## src/two_wire_slave_engine_fix.sv

```systemverilog
// Two-wire slave engine: no further logic is needed here

```

## src/two_wire_pkg.sv

```systemverilog
// Shared constants and types for the two-wire slave engine
`default_nettype none
package two_wire_pkg;
   // ==============================
   // Register byte offsets
   localparam logic [4:0] OFS_NODE = 5'h00;
   localparam logic [4:0] OFS_CTRL = 5'h04;
   localparam logic [4:0] OFS_STAT = 5'h08;
   localparam logic [4:0] OFS_DATA = 5'h0C;
   localparam logic [4:0] OFS_POWER = 5'h10;
   // ==============================
   // Control field positions
   localparam int CTL_INT = 7;
   localparam int CTL_ACK = 6;
   localparam int CTL_STA = 5;
   localparam int CTL_STO = 4;
   localparam int CTL_WCOL = 3;
   localparam int CTL_EN = 2;
   localparam int CTL_IE = 0;
   localparam int PWR_SLEEP = 0;
   localparam int PWR_WOKE = 1;
   // ==============================
   // Reset values
   localparam logic [7:0] NODE_RST = 8'h00;
   localparam logic [7:0] CTRL_RST = 8'h00;
   localparam logic [7:0] DATA_RST = 8'hFF;
   // ==============================
   // Status codes, prescaler bits always zero
   localparam logic [7:0] PRESC_MASK = 8'hF8;
   localparam logic [7:0] ST_SR_OWN = 8'h60;
   localparam logic [7:0] ST_SR_ARB = 8'h68;
   localparam logic [7:0] ST_GC_OWN = 8'h70;
   localparam logic [7:0] ST_GC_ARB = 8'h78;
   localparam logic [7:0] ST_RX_ACK = 8'h80;
   localparam logic [7:0] ST_RX_NACK = 8'h88;
   localparam logic [7:0] ST_GC_ACK = 8'h90;
   localparam logic [7:0] ST_GC_NACK = 8'h98;
   localparam logic [7:0] ST_STOP = 8'hA0;
   localparam logic [7:0] ST_TX_OWN = 8'hA8;
   localparam logic [7:0] ST_TX_ARB = 8'hB0;
   localparam logic [7:0] ST_TX_ACK = 8'hB8;
   localparam logic [7:0] ST_TX_NACK = 8'hC0;
   localparam logic [7:0] ST_TX_LAST = 8'hC8;
   localparam logic [7:0] ST_NONE = 8'hF8;
   localparam logic [6:0] GC_ADDR = 7'h00;
   localparam logic [3:0] BYTE_BITS = 4'h8;
   // ==============================
   // Slave phases
   typedef enum logic [2:0] {
      PH_IDLE, PH_ADDR, PH_ADDR_ACK, PH_RX, PH_RX_ACK, PH_TX, PH_TX_ACK, PH_HOLD
   } phase_t;
endpackage
`default_nettype wire

```

## src/two_wire_slave_engine.sv

```systemverilog
// Two-wire bus slave engine with an Avalon-MM register port
//
// Register access over Avalon-MM and the register addresses were decided locally.
`timescale 1ns/1ps
`default_nettype none
// Overview of operation
// - After 0x90 clear, next byte ACK follows acknowledge_enable
// - After 0x98 clear, go not-addressed slave
// - After 0xA0 clear, go not-addressed slave
// - After 0x88 clear, go not-addressed slave
// - acknowledge_enable low: no address recognised at all
// - acknowledge_enable high: own address, general call if enabled
// - begin_condition_request set: start once bus free; latched only when set while clearing the flag from 0x88/0x98/0xA0/0xC0/0xC8
// - Status prescaler bits always read zero
// - Upper seven bits address, bit zero general call
// - Wait for address; read bit selects transmit
// - Address received: set flag, valid status
// - Lost arbitration then read-addressed reports 0xB0
// - acknowledge_enable cleared: last byte, then 0xC0/0xC8
// - After last byte, unaddressed, SDA released
// - Master ACK after last byte gives 0xC8
// - acknowledge_enable low ignores address, keeps monitoring
// - Asleep, address recognition still works and wakes
// - After wake, SCL held low until flag cleared
// - Data register need not hold last bus byte
module two_wire_slave_engine #(
   parameter int SYNC_STAGES = 3
) (
   // Clock and reset
   input wire logic clk_sys,
   input wire logic resetn,
   // Avalon-MM slave
   input wire logic [4:0] avs_address,
   input wire logic avs_read,
   input wire logic avs_write,
   input wire logic [31:0] avs_writedata,
   input wire logic [3:0] avs_byteenable,
   output logic [31:0] avs_readdata,
   output logic avs_waitrequest,
   // Open-drain bus pins
   input wire logic sclIn,
   output logic sclOut,
   output logic sclOe,
   input wire logic sdaIn,
   output logic sdaOut,
   output logic sdaOe,
   // Master engine hand-off and power
   input wire logic arbLost,
   output logic startRequest,
   output logic wakeUp
);
   // Fewer stages would pass a metastable level to the edge logic
   if (SYNC_STAGES < 3) $error("SYNC_STAGES must be at least 3");
   typedef struct packed {
      two_wire_pkg::phase_t ph;
      logic [SYNC_STAGES-1:0] sclS;
      logic [SYNC_STAGES-1:0] sdaS;
      logic sclF;
      logic sdaF;
      logic busy;
      logic [3:0] bitCnt;
      logic [7:0] shft;
      logic [7:0] nodeAddr;
      logic [7:0] ctrl;
      logic [7:0] dataReg;
      logic [7:0] status;
      logic gcMode;
      logic txMode;
      logic txLast;
      logic rxAck;
      logic arbHit;
      logic startPend;
      logic strq;
      logic sleepEn;
      logic woke;
      logic wakeP;
      logic sclOe;
      logic sdaOe;
      logic waitQ;
      logic [31:0] rdata;
   } state_t;
   state_t s;
   state_t n;
   logic sclAgree;
   logic sdaAgree;
   logic sclRise;
   logic sclFall;
   logic busStart;
   logic busStop;
   logic wrAcc;
   logic clrEvt;
   logic terminal;
   // ==============================
   // Bus events from the filtered pins
   // A pin level counts only once the last two stages agree
   assign sclAgree = s.sclS[SYNC_STAGES-1] == s.sclS[SYNC_STAGES-2];
   assign sdaAgree = s.sdaS[SYNC_STAGES-1] == s.sdaS[SYNC_STAGES-2];
   assign sclRise = sclAgree && s.sclS[SYNC_STAGES-1] && !s.sclF;
   assign sclFall = sclAgree && !s.sclS[SYNC_STAGES-1] && s.sclF;
   assign busStart = sdaAgree && !s.sdaS[SYNC_STAGES-1] && s.sdaF && s.sclF && !sclFall;
   assign busStop = sdaAgree && s.sdaS[SYNC_STAGES-1] && !s.sdaF && s.sclF && !sclFall;
   // Write takes effect on the edge where waitrequest is seen low
   assign wrAcc = avs_write && !s.waitQ && avs_byteenable[0];
   assign clrEvt = wrAcc && avs_address == two_wire_pkg::OFS_CTRL
                   && avs_writedata[two_wire_pkg::CTL_INT] && s.ctrl[two_wire_pkg::CTL_INT];
   assign terminal = s.status inside {two_wire_pkg::ST_RX_NACK, two_wire_pkg::ST_GC_NACK,
                     two_wire_pkg::ST_STOP, two_wire_pkg::ST_TX_NACK, two_wire_pkg::ST_TX_LAST};
   // ==============================
   // Next-state logic
   always_comb begin
      n = s;
      n.wakeP = 1'b0;
      // SYNC_STAGES-stage synchronisers; only the last two are looked at
      n.sclS = {s.sclS[SYNC_STAGES-2:0], sclIn};
      n.sdaS = {s.sdaS[SYNC_STAGES-2:0], sdaIn};
      if (sclAgree) begin
         n.sclF = s.sclS[SYNC_STAGES-1];
      end
      if (sdaAgree) begin
         n.sdaF = s.sdaS[SYNC_STAGES-1];
      end
      if (busStart) begin
         n.busy = 1'b1;
         n.startPend = 1'b0;
      end else if (busStop) begin
         n.busy = 1'b0;
      end
      if (arbLost) begin
         n.arbHit = 1'b1;
      end
      // Register port: one wait cycle per access, read data captured early
      n.waitQ = !((avs_read || avs_write) && s.waitQ);
      if (avs_read && s.waitQ) begin
         n.rdata = 32'h0000_0000;
         unique case (avs_address)
            two_wire_pkg::OFS_NODE: n.rdata[7:0] = s.nodeAddr;
            two_wire_pkg::OFS_CTRL: n.rdata[7:0] = s.ctrl;
            two_wire_pkg::OFS_STAT: begin
               // Prescaler bits masked so codes compare directly
               n.rdata[7:0] = (s.ctrl[two_wire_pkg::CTL_INT] ? s.status
                               : two_wire_pkg::ST_NONE) & two_wire_pkg::PRESC_MASK;
            end
            two_wire_pkg::OFS_DATA: n.rdata[7:0] = s.dataReg;
            two_wire_pkg::OFS_POWER: begin
               n.rdata[two_wire_pkg::PWR_SLEEP] = s.sleepEn;
               n.rdata[two_wire_pkg::PWR_WOKE] = s.woke;
            end
            default: n.rdata = 32'h0000_0000;
         endcase
      end
      if (wrAcc) begin
         unique case (avs_address)
            two_wire_pkg::OFS_NODE: n.nodeAddr = avs_writedata[7:0];
            two_wire_pkg::OFS_CTRL: begin
               n.ctrl[two_wire_pkg::CTL_ACK] = avs_writedata[two_wire_pkg::CTL_ACK];
               n.ctrl[two_wire_pkg::CTL_STA] = avs_writedata[two_wire_pkg::CTL_STA];
               n.ctrl[two_wire_pkg::CTL_STO] = avs_writedata[two_wire_pkg::CTL_STO];
               n.ctrl[two_wire_pkg::CTL_EN] = avs_writedata[two_wire_pkg::CTL_EN];
               n.ctrl[two_wire_pkg::CTL_IE] = avs_writedata[two_wire_pkg::CTL_IE];
               if (clrEvt) begin
                  // Flag clears by writing one; halt request is consumed
                  n.ctrl[two_wire_pkg::CTL_INT] = 1'b0;
                  n.ctrl[two_wire_pkg::CTL_STO] = 1'b0;
               end
            end
            two_wire_pkg::OFS_DATA: begin
               // Loading data while the bus runs would corrupt the byte
               if (s.ctrl[two_wire_pkg::CTL_INT]) begin
                  n.dataReg = avs_writedata[7:0];
                  n.ctrl[two_wire_pkg::CTL_WCOL] = 1'b0;
               end else begin
                  n.ctrl[two_wire_pkg::CTL_WCOL] = 1'b1;
               end
            end
            two_wire_pkg::OFS_POWER: begin
               n.sleepEn = avs_writedata[two_wire_pkg::PWR_SLEEP];
               if (avs_writedata[two_wire_pkg::PWR_WOKE]) n.woke = 1'b0;
            end
            default: n.rdata = s.rdata;
         endcase
      end
      // Slave sequencer; hardware flag sets come last so they win
      if (!s.ctrl[two_wire_pkg::CTL_EN]) begin
         n.ph = two_wire_pkg::PH_IDLE;
         n.sclOe = 1'b0;
         n.sdaOe = 1'b0;
      end else begin
         unique case (s.ph)
            two_wire_pkg::PH_IDLE: begin
               // Bus is monitored even while not answering
               if (busStart) begin
                  n.ph = two_wire_pkg::PH_ADDR;
                  n.bitCnt = 4'h0;
                  n.arbHit = arbLost;
               end
            end
            two_wire_pkg::PH_ADDR: begin
               if (busStop) begin
                  n.ph = two_wire_pkg::PH_IDLE;
               end else if (busStart) begin
                  n.bitCnt = 4'h0;
               end else if (sclRise) begin
                  n.shft = {s.shft[6:0], s.sdaF};
                  n.bitCnt = s.bitCnt + 4'h1;
               end else if (sclFall && s.bitCnt == two_wire_pkg::BYTE_BITS) begin
                  // Address byte lives only in the shifter, never the data register
                  n.gcMode = s.shft[7:1] == two_wire_pkg::GC_ADDR && !s.shft[0];
                  // Recognition gated by ack enable and general call bit
                  if (s.ctrl[two_wire_pkg::CTL_ACK]
                      && (s.shft[7:1] == s.nodeAddr[7:1]
                          || (n.gcMode && s.nodeAddr[0]))) begin
                     n.ph = two_wire_pkg::PH_ADDR_ACK;
                     n.sdaOe = 1'b1;
                     n.txMode = s.shft[0];
                     n.gcMode = n.gcMode && s.shft[7:1] != s.nodeAddr[7:1];
                     if (s.sleepEn) begin
                        // Address seen asleep wakes the part
                        n.sleepEn = 1'b0;
                        n.woke = 1'b1;
                        n.wakeP = 1'b1;
                     end
                  end else begin
                     n.ph = two_wire_pkg::PH_IDLE;
                  end
               end
            end
            two_wire_pkg::PH_ADDR_ACK: begin
               if (sclFall) begin
                  n.sdaOe = 1'b0;
                  n.sclOe = 1'b1;
                  n.ph = two_wire_pkg::PH_HOLD;
                  n.ctrl[two_wire_pkg::CTL_INT] = 1'b1;
                  if (s.txMode) begin
                     n.status = s.arbHit ? two_wire_pkg::ST_TX_ARB
                                : two_wire_pkg::ST_TX_OWN;
                  end else if (s.gcMode) begin
                     n.status = s.arbHit ? two_wire_pkg::ST_GC_ARB : two_wire_pkg::ST_GC_OWN;
                  end else begin
                     n.status = s.arbHit ? two_wire_pkg::ST_SR_ARB : two_wire_pkg::ST_SR_OWN;
                  end
               end
            end
            two_wire_pkg::PH_RX: begin
               if (busStart || busStop) begin
                  // Bus released, so SCL is not held for this code
                  n.ph = two_wire_pkg::PH_HOLD;
                  n.status = two_wire_pkg::ST_STOP;
                  n.ctrl[two_wire_pkg::CTL_INT] = 1'b1;
               end else if (sclRise) begin
                  n.shft = {s.shft[6:0], s.sdaF};
                  n.bitCnt = s.bitCnt + 4'h1;
               end else if (sclFall && s.bitCnt == two_wire_pkg::BYTE_BITS) begin
                  n.rxAck = s.ctrl[two_wire_pkg::CTL_ACK];
                  n.sdaOe = s.ctrl[two_wire_pkg::CTL_ACK];
                  n.ph = two_wire_pkg::PH_RX_ACK;
               end
            end
            two_wire_pkg::PH_RX_ACK: begin
               if (sclFall) begin
                  n.sdaOe = 1'b0;
                  n.sclOe = 1'b1;
                  n.dataReg = s.shft;
                  n.ph = two_wire_pkg::PH_HOLD;
                  n.ctrl[two_wire_pkg::CTL_INT] = 1'b1;
                  if (s.gcMode) begin
                     n.status = s.rxAck ? two_wire_pkg::ST_GC_ACK
                                : two_wire_pkg::ST_GC_NACK;
                  end else begin
                     n.status = s.rxAck ? two_wire_pkg::ST_RX_ACK : two_wire_pkg::ST_RX_NACK;
                  end
               end
            end
            two_wire_pkg::PH_TX: begin
               if (busStart || busStop) begin
                  n.ph = two_wire_pkg::PH_IDLE;
                  n.sdaOe = 1'b0;
               end else if (sclFall) begin
                  n.shft = {s.shft[6:0], 1'b1};
                  n.bitCnt = s.bitCnt + 4'h1;
                  n.sdaOe = !s.shft[6];
                  if (s.bitCnt == two_wire_pkg::BYTE_BITS - 4'h1) begin
                     n.sdaOe = 1'b0;
                     n.ph = two_wire_pkg::PH_TX_ACK;
                  end
               end
            end
            two_wire_pkg::PH_TX_ACK: begin
               if (busStart || busStop) begin
                  n.ph = two_wire_pkg::PH_IDLE;
               end else if (sclRise) begin
                  n.rxAck = !s.sdaF;
               end else if (sclFall) begin
                  n.sclOe = 1'b1;
                  n.ph = two_wire_pkg::PH_HOLD;
                  n.ctrl[two_wire_pkg::CTL_INT] = 1'b1;
                  // Master ACK after the last byte still ends the transfer
                  n.status = !s.rxAck ? two_wire_pkg::ST_TX_NACK
                             : (s.txLast ? two_wire_pkg::ST_TX_LAST
                                : two_wire_pkg::ST_TX_ACK);
               end
            end
            two_wire_pkg::PH_HOLD: begin
               // SCL stays low until software writes the flag to one, except after 0xA0 where it is not held
               if (clrEvt) begin
                  n.sclOe = 1'b0;
                  n.bitCnt = 4'h0;
                  if (terminal) begin
                     // Further reads by the master see released SDA
                     n.ph = two_wire_pkg::PH_IDLE;
                     n.startPend = n.ctrl[two_wire_pkg::CTL_STA];
                  end else if (s.txMode) begin
                     n.ph = two_wire_pkg::PH_TX;
                     n.shft = s.dataReg;
                     n.sdaOe = !s.dataReg[7];
                     n.txLast = !n.ctrl[two_wire_pkg::CTL_ACK];
                  end else begin
                     n.ph = two_wire_pkg::PH_RX;
                  end
               end
            end
         endcase
      end
      // Start request is raised only on a free bus
      n.strq = n.startPend && !n.busy;
   end
   // ==============================
   // State register
   always_ff @(posedge clk_sys or negedge resetn) begin
      if (!resetn) begin
         s <= '0;
         s.ph <= two_wire_pkg::PH_IDLE;
         s.sclS <= '1;
         s.sdaS <= '1;
         s.sclF <= 1'b1;
         s.sdaF <= 1'b1;
         s.nodeAddr <= two_wire_pkg::NODE_RST;
         s.ctrl <= two_wire_pkg::CTRL_RST;
         s.dataReg <= two_wire_pkg::DATA_RST;
         s.status <= two_wire_pkg::ST_NONE;
         s.waitQ <= 1'b1;
      end else begin
         s <= n;
      end
   end
   // Open-drain pins only ever pull low
   assign sclOut = 1'b0;
   assign sdaOut = 1'b0;
   assign sclOe = s.sclOe;
   assign sdaOe = s.sdaOe;
   assign avs_readdata = s.rdata;
   assign avs_waitrequest = s.waitQ;
   assign startRequest = s.strq;
   assign wakeUp = s.wakeP;

   localparam int CTLE = two_wire_pkg::CTL_EN;
endmodule
`default_nettype wire

```

## config.mk

```make
export PLATFORM = sky130hd
export DESIGN_NAME = two_wire_slave_engine
export DESIGN_NICKNAME = d
export VERILOG_FILES = /design/src/two_wire_slave_engine_fix.sv /design/src/two_wire_pkg.sv /design/src/two_wire_slave_engine.sv
export SDC_FILE = /design/constraint.sdc
export NUM_CORES = 1
export LEC_CHECK = 0
export BUFFER_PORTS_ARGS = -buffer_cell sky130_fd_sc_hd__buf_2
export CORE_AREA = 2 2 85 120
export CTS_BUF_LIST = sky130_fd_sc_hd__clkbuf_16
export CTS_CLUSTER_DIAMETER = 80
export DETAILED_ROUTE_END_ITERATION = 10
export DIE_AREA = 0 0 87 122
export PLACE_DENSITY = 0.7
export SETUP_SLACK_MARGIN = 0.02
export SLEW_MARGIN = 30
export SYNTH_ARGS = -nofsm -noshare
export SYNTH_HDL_FRONTEND = slang
export SYNTH_SLANG_ARGS = --single-unit
```

## constraint.sdc

```tcl
create_clock -name clk_sys -period 2.1 [get_ports clk_sys]
set_input_delay 0.105 -clock clk_sys [delete_from_list [all_inputs] [get_ports clk_sys]]
set_output_delay 0.105 -clock clk_sys [all_outputs]
set_load 0.005 [all_outputs]
```

==> out/results.txt <==
library cells used by synthesis: 68
Power Internal: 3500 uW
Placer Congestion: 0.969
crit path launch type: flop
first-pass GRT wire length: 20,400 um
I/O pins: 87
Via Count: 4,135
Worst EP required: 2.33 ns
register area share after synthesis: 0.407
Reg2Reg Setup Slack: 0.03 ns
endpoints failing hold: 0
fillers: 785
met3 Use GR: 0.0413
Post-synth EDFFs: 0
min Tclk post-route: 2.07 ns
GRT Residual Overflow: 0
run status: finished, final reports clean
most frequent cell after synthesis: nand2_1
VDD IR max: 0.464 mV
fin area: 5950 um2
vias in the first global route: 4,067
I/O Buffers: 33
Max Slew Vio Count: 0
first drt pass iteration count: 5
Hold/Removal Path Class: in2reg
grt peak-use layer: met2
synth cell count leaders: nand2_1 (54), dfrtp_1 (51), o21ai_0 (36), buf_4 (34), mux2_2 (25)
Area growth syn-to-layout: 30.6%
row count: 43
clk slew on worst S/H paths: 0.06 ns
Area contributors post-synth: dfrtp_1 (28%), dfstp_2 (13%), mux2_2 (6.2%), buf_4 (5.6%), nand2_1 (4.4%)
die height: 122 um
Comb power frac: 0.300
CTS tree: built
Nets: 625
met2 usage: 0.448
switching part of the total: 0.314
Bufs on Longest Clock Path: 2
Post-Syn Area: 4560 um2
critical path class: reg2reg
initial core utilization: 0.473
final setup vio count: 0
asr flop ratio synth: 1.00
cts bufs inserted: 9
HPWL Detailed: 9460 um
Synth Flop Type: dfrtp_1
crit path capture type: flop
clock share of power: 0.343
Switching Power: 1600 uW
post-synth top area cell: dfrtp_1
Setup TNS: 0 ns
DIE AREA: 10,600 um2
Vias/cell: 6.01
critical path fanouts, max: 3
unrepaired setup endpoints after global routing: true
DRC: 0
clock skew: 0.00626 ns
die span in x: 87 um
Sink Count: 73
Cell Area, Placed: 5160 um2
CP arrival: 2.30 ns
number of synthesized register bits: 73
syn avg cell area: 9.70 um2
clk_lat worst skew: 0.34 ns
pwr dens: 858 nW/um2
largest net degree at the start of global routing: 74
layout cell share with drive strength beyond 1: 0.394
Iter 0 DRT Violations: 261
period utilization: 0.987
Pleak: 0.00270 uW
area of the core: 9630 um2
post-synth top area share: 0.280
GRT Resource Usage Total: 0.252
Root Driver: clkbuf_16
maximum clock frequency: 483 MHz
Post-Syn Instances: 470
post-route ant nets: 0
WL final: 13,300 um
Max-slew headroom: 0.556
initial antenna violation count: 0
n_diodes: 0
worst slew pin tran: 0.665 ns
Synth Warn #: 0
Max-Cap Viols: 0
H-Tree Depth: 3
sequential share of power: 0.357
WL/cell: 19.4 um
routing usage on met1: 0.275
==> metal layers <==
layer / routed length (um) / vias up
li1: - / 1858
met3: 633 / 52
met5: 0 / -
met1: 4960 / 2042
met4: 715 / 0
met2: 7000 / 183
==> registers in the layout (all words and copies together) (netlist names) <==
name             flops
s                   56
avs_readdata         8
n                    4
avs_waitrequest      1
sclOe                1
sdaOe                1
startRequest         1
wakeUp               1
==> power by group through the flow <==
stage	Clock, uW	Sequential (uW)	Combinational (uW)
finish	1750	1820	1530
global route	1830	1840	1660
CTS	1770	1790	1380
detailed placement	0	1820	1300
global placement	0	1810	1260
floorplan	0	1740	873
==> cells in the final DEF, fill, tap and decap left out, types with 7 or more instances in the layout <==
master	netlist	layout
buf_2	2	32
clkbuf_16	0	9
nand2_1	54	51
mux2_4	1	12
buf_4	34	81
a21oi_1	11	10
nand3_1	11	11
nand2b_1	10	8
inv_1	15	14
mux2_2	25	14
conb_1	1	26
o21ai_0	36	34
a22o_1	17	17
nor2_1	17	15
dfrtp_1	51	49
xnor2_1	7	7
dfstp_2	22	22
nand4_1	9	9
mux2i_1	18	18
==> path summary, 6_finish.rpt <==
path,from,end,depth (start not counted)
min in group asynchronous,resetn,avs_readdata[1]$_DFFE_PN0P_,2
min reg2reg,n[96]$_DFF_PN1_,n[97]$_DFF_PN1_,0
max,avs_waitrequest$_DFF_PN1_,startRequest$_DFF_PN0_,6
min,avs_writedata[3],s[72]$_DFFE_PN0P_,2
max reg2reg,avs_waitrequest$_DFF_PN1_,startRequest$_DFF_PN0_,6
max in group asynchronous,resetn,s[98]$_DFFE_PN0P_,2
==> logic make-up after synthesis <==
kind of cell,share of synthesized area
flip-flops,0.407
buffers and inverters,0.0889
other,0.000823
adder cells (fa/ha/maj),0.0165
AO/OA/AOI/OAI,0.164
multiplexers,0.129
XOR/XNOR,0.0135
AND/OR/NAND/NOR,0.181
==> critical path, cell delays in order (launching register included) <==
cell      delay, ns
dfstp_2        0.36
nand3b_1       0.22
buf_4          0.18
or3_1          0.44
mux2_4         0.34
mux2_2         0.30
o21a_1         0.12
==> layout make-up <==
type / instances / area (um2) / area share
multi-input cells: 349 / 2690 / 0.452
flip-flops and latches: 73 / 1860 / 0.312
repair buffers: 122 / 871 / 0.146
clock buffers: 9 / 225 / 0.0378
well taps: 112 / 140 / 0.0235
clock inverters: 7 / 111 / 0.0187
inverters: 16 / 60.1 / 0.0101
==> through the flow <==
step / total power, uW / hold slack [ns] / utilization / instances / setup slack [ns]
finish: 5110 / 0.0417 / 0.618 / 688 / 0.0276
global route: 5330 / 0.0339 / 0.618 / 688 / -0.0263
CTS: 4940 / 0.0329 / 0.587 / 681 / 0.0175
detailed placement: 3120 / 0.212 / 0.536 / 654 / -0.120
global placement: 3070 / 0.211 / 0.536 / 654 / -0.0615
floorplan: 2610 / -0.191 / - / 495 / 0.0180
==> what timing repair did <==
action,4_1_cts,5_1_grt
resized for setup,12,52
hold buffers,6,0
pin swaps,5,12
setup buffers,5,7
endpoints found under the setup margin,17,24
endpoints found under the hold margin,55,0
Note: power is estimated with default switching activity, not from simulation.
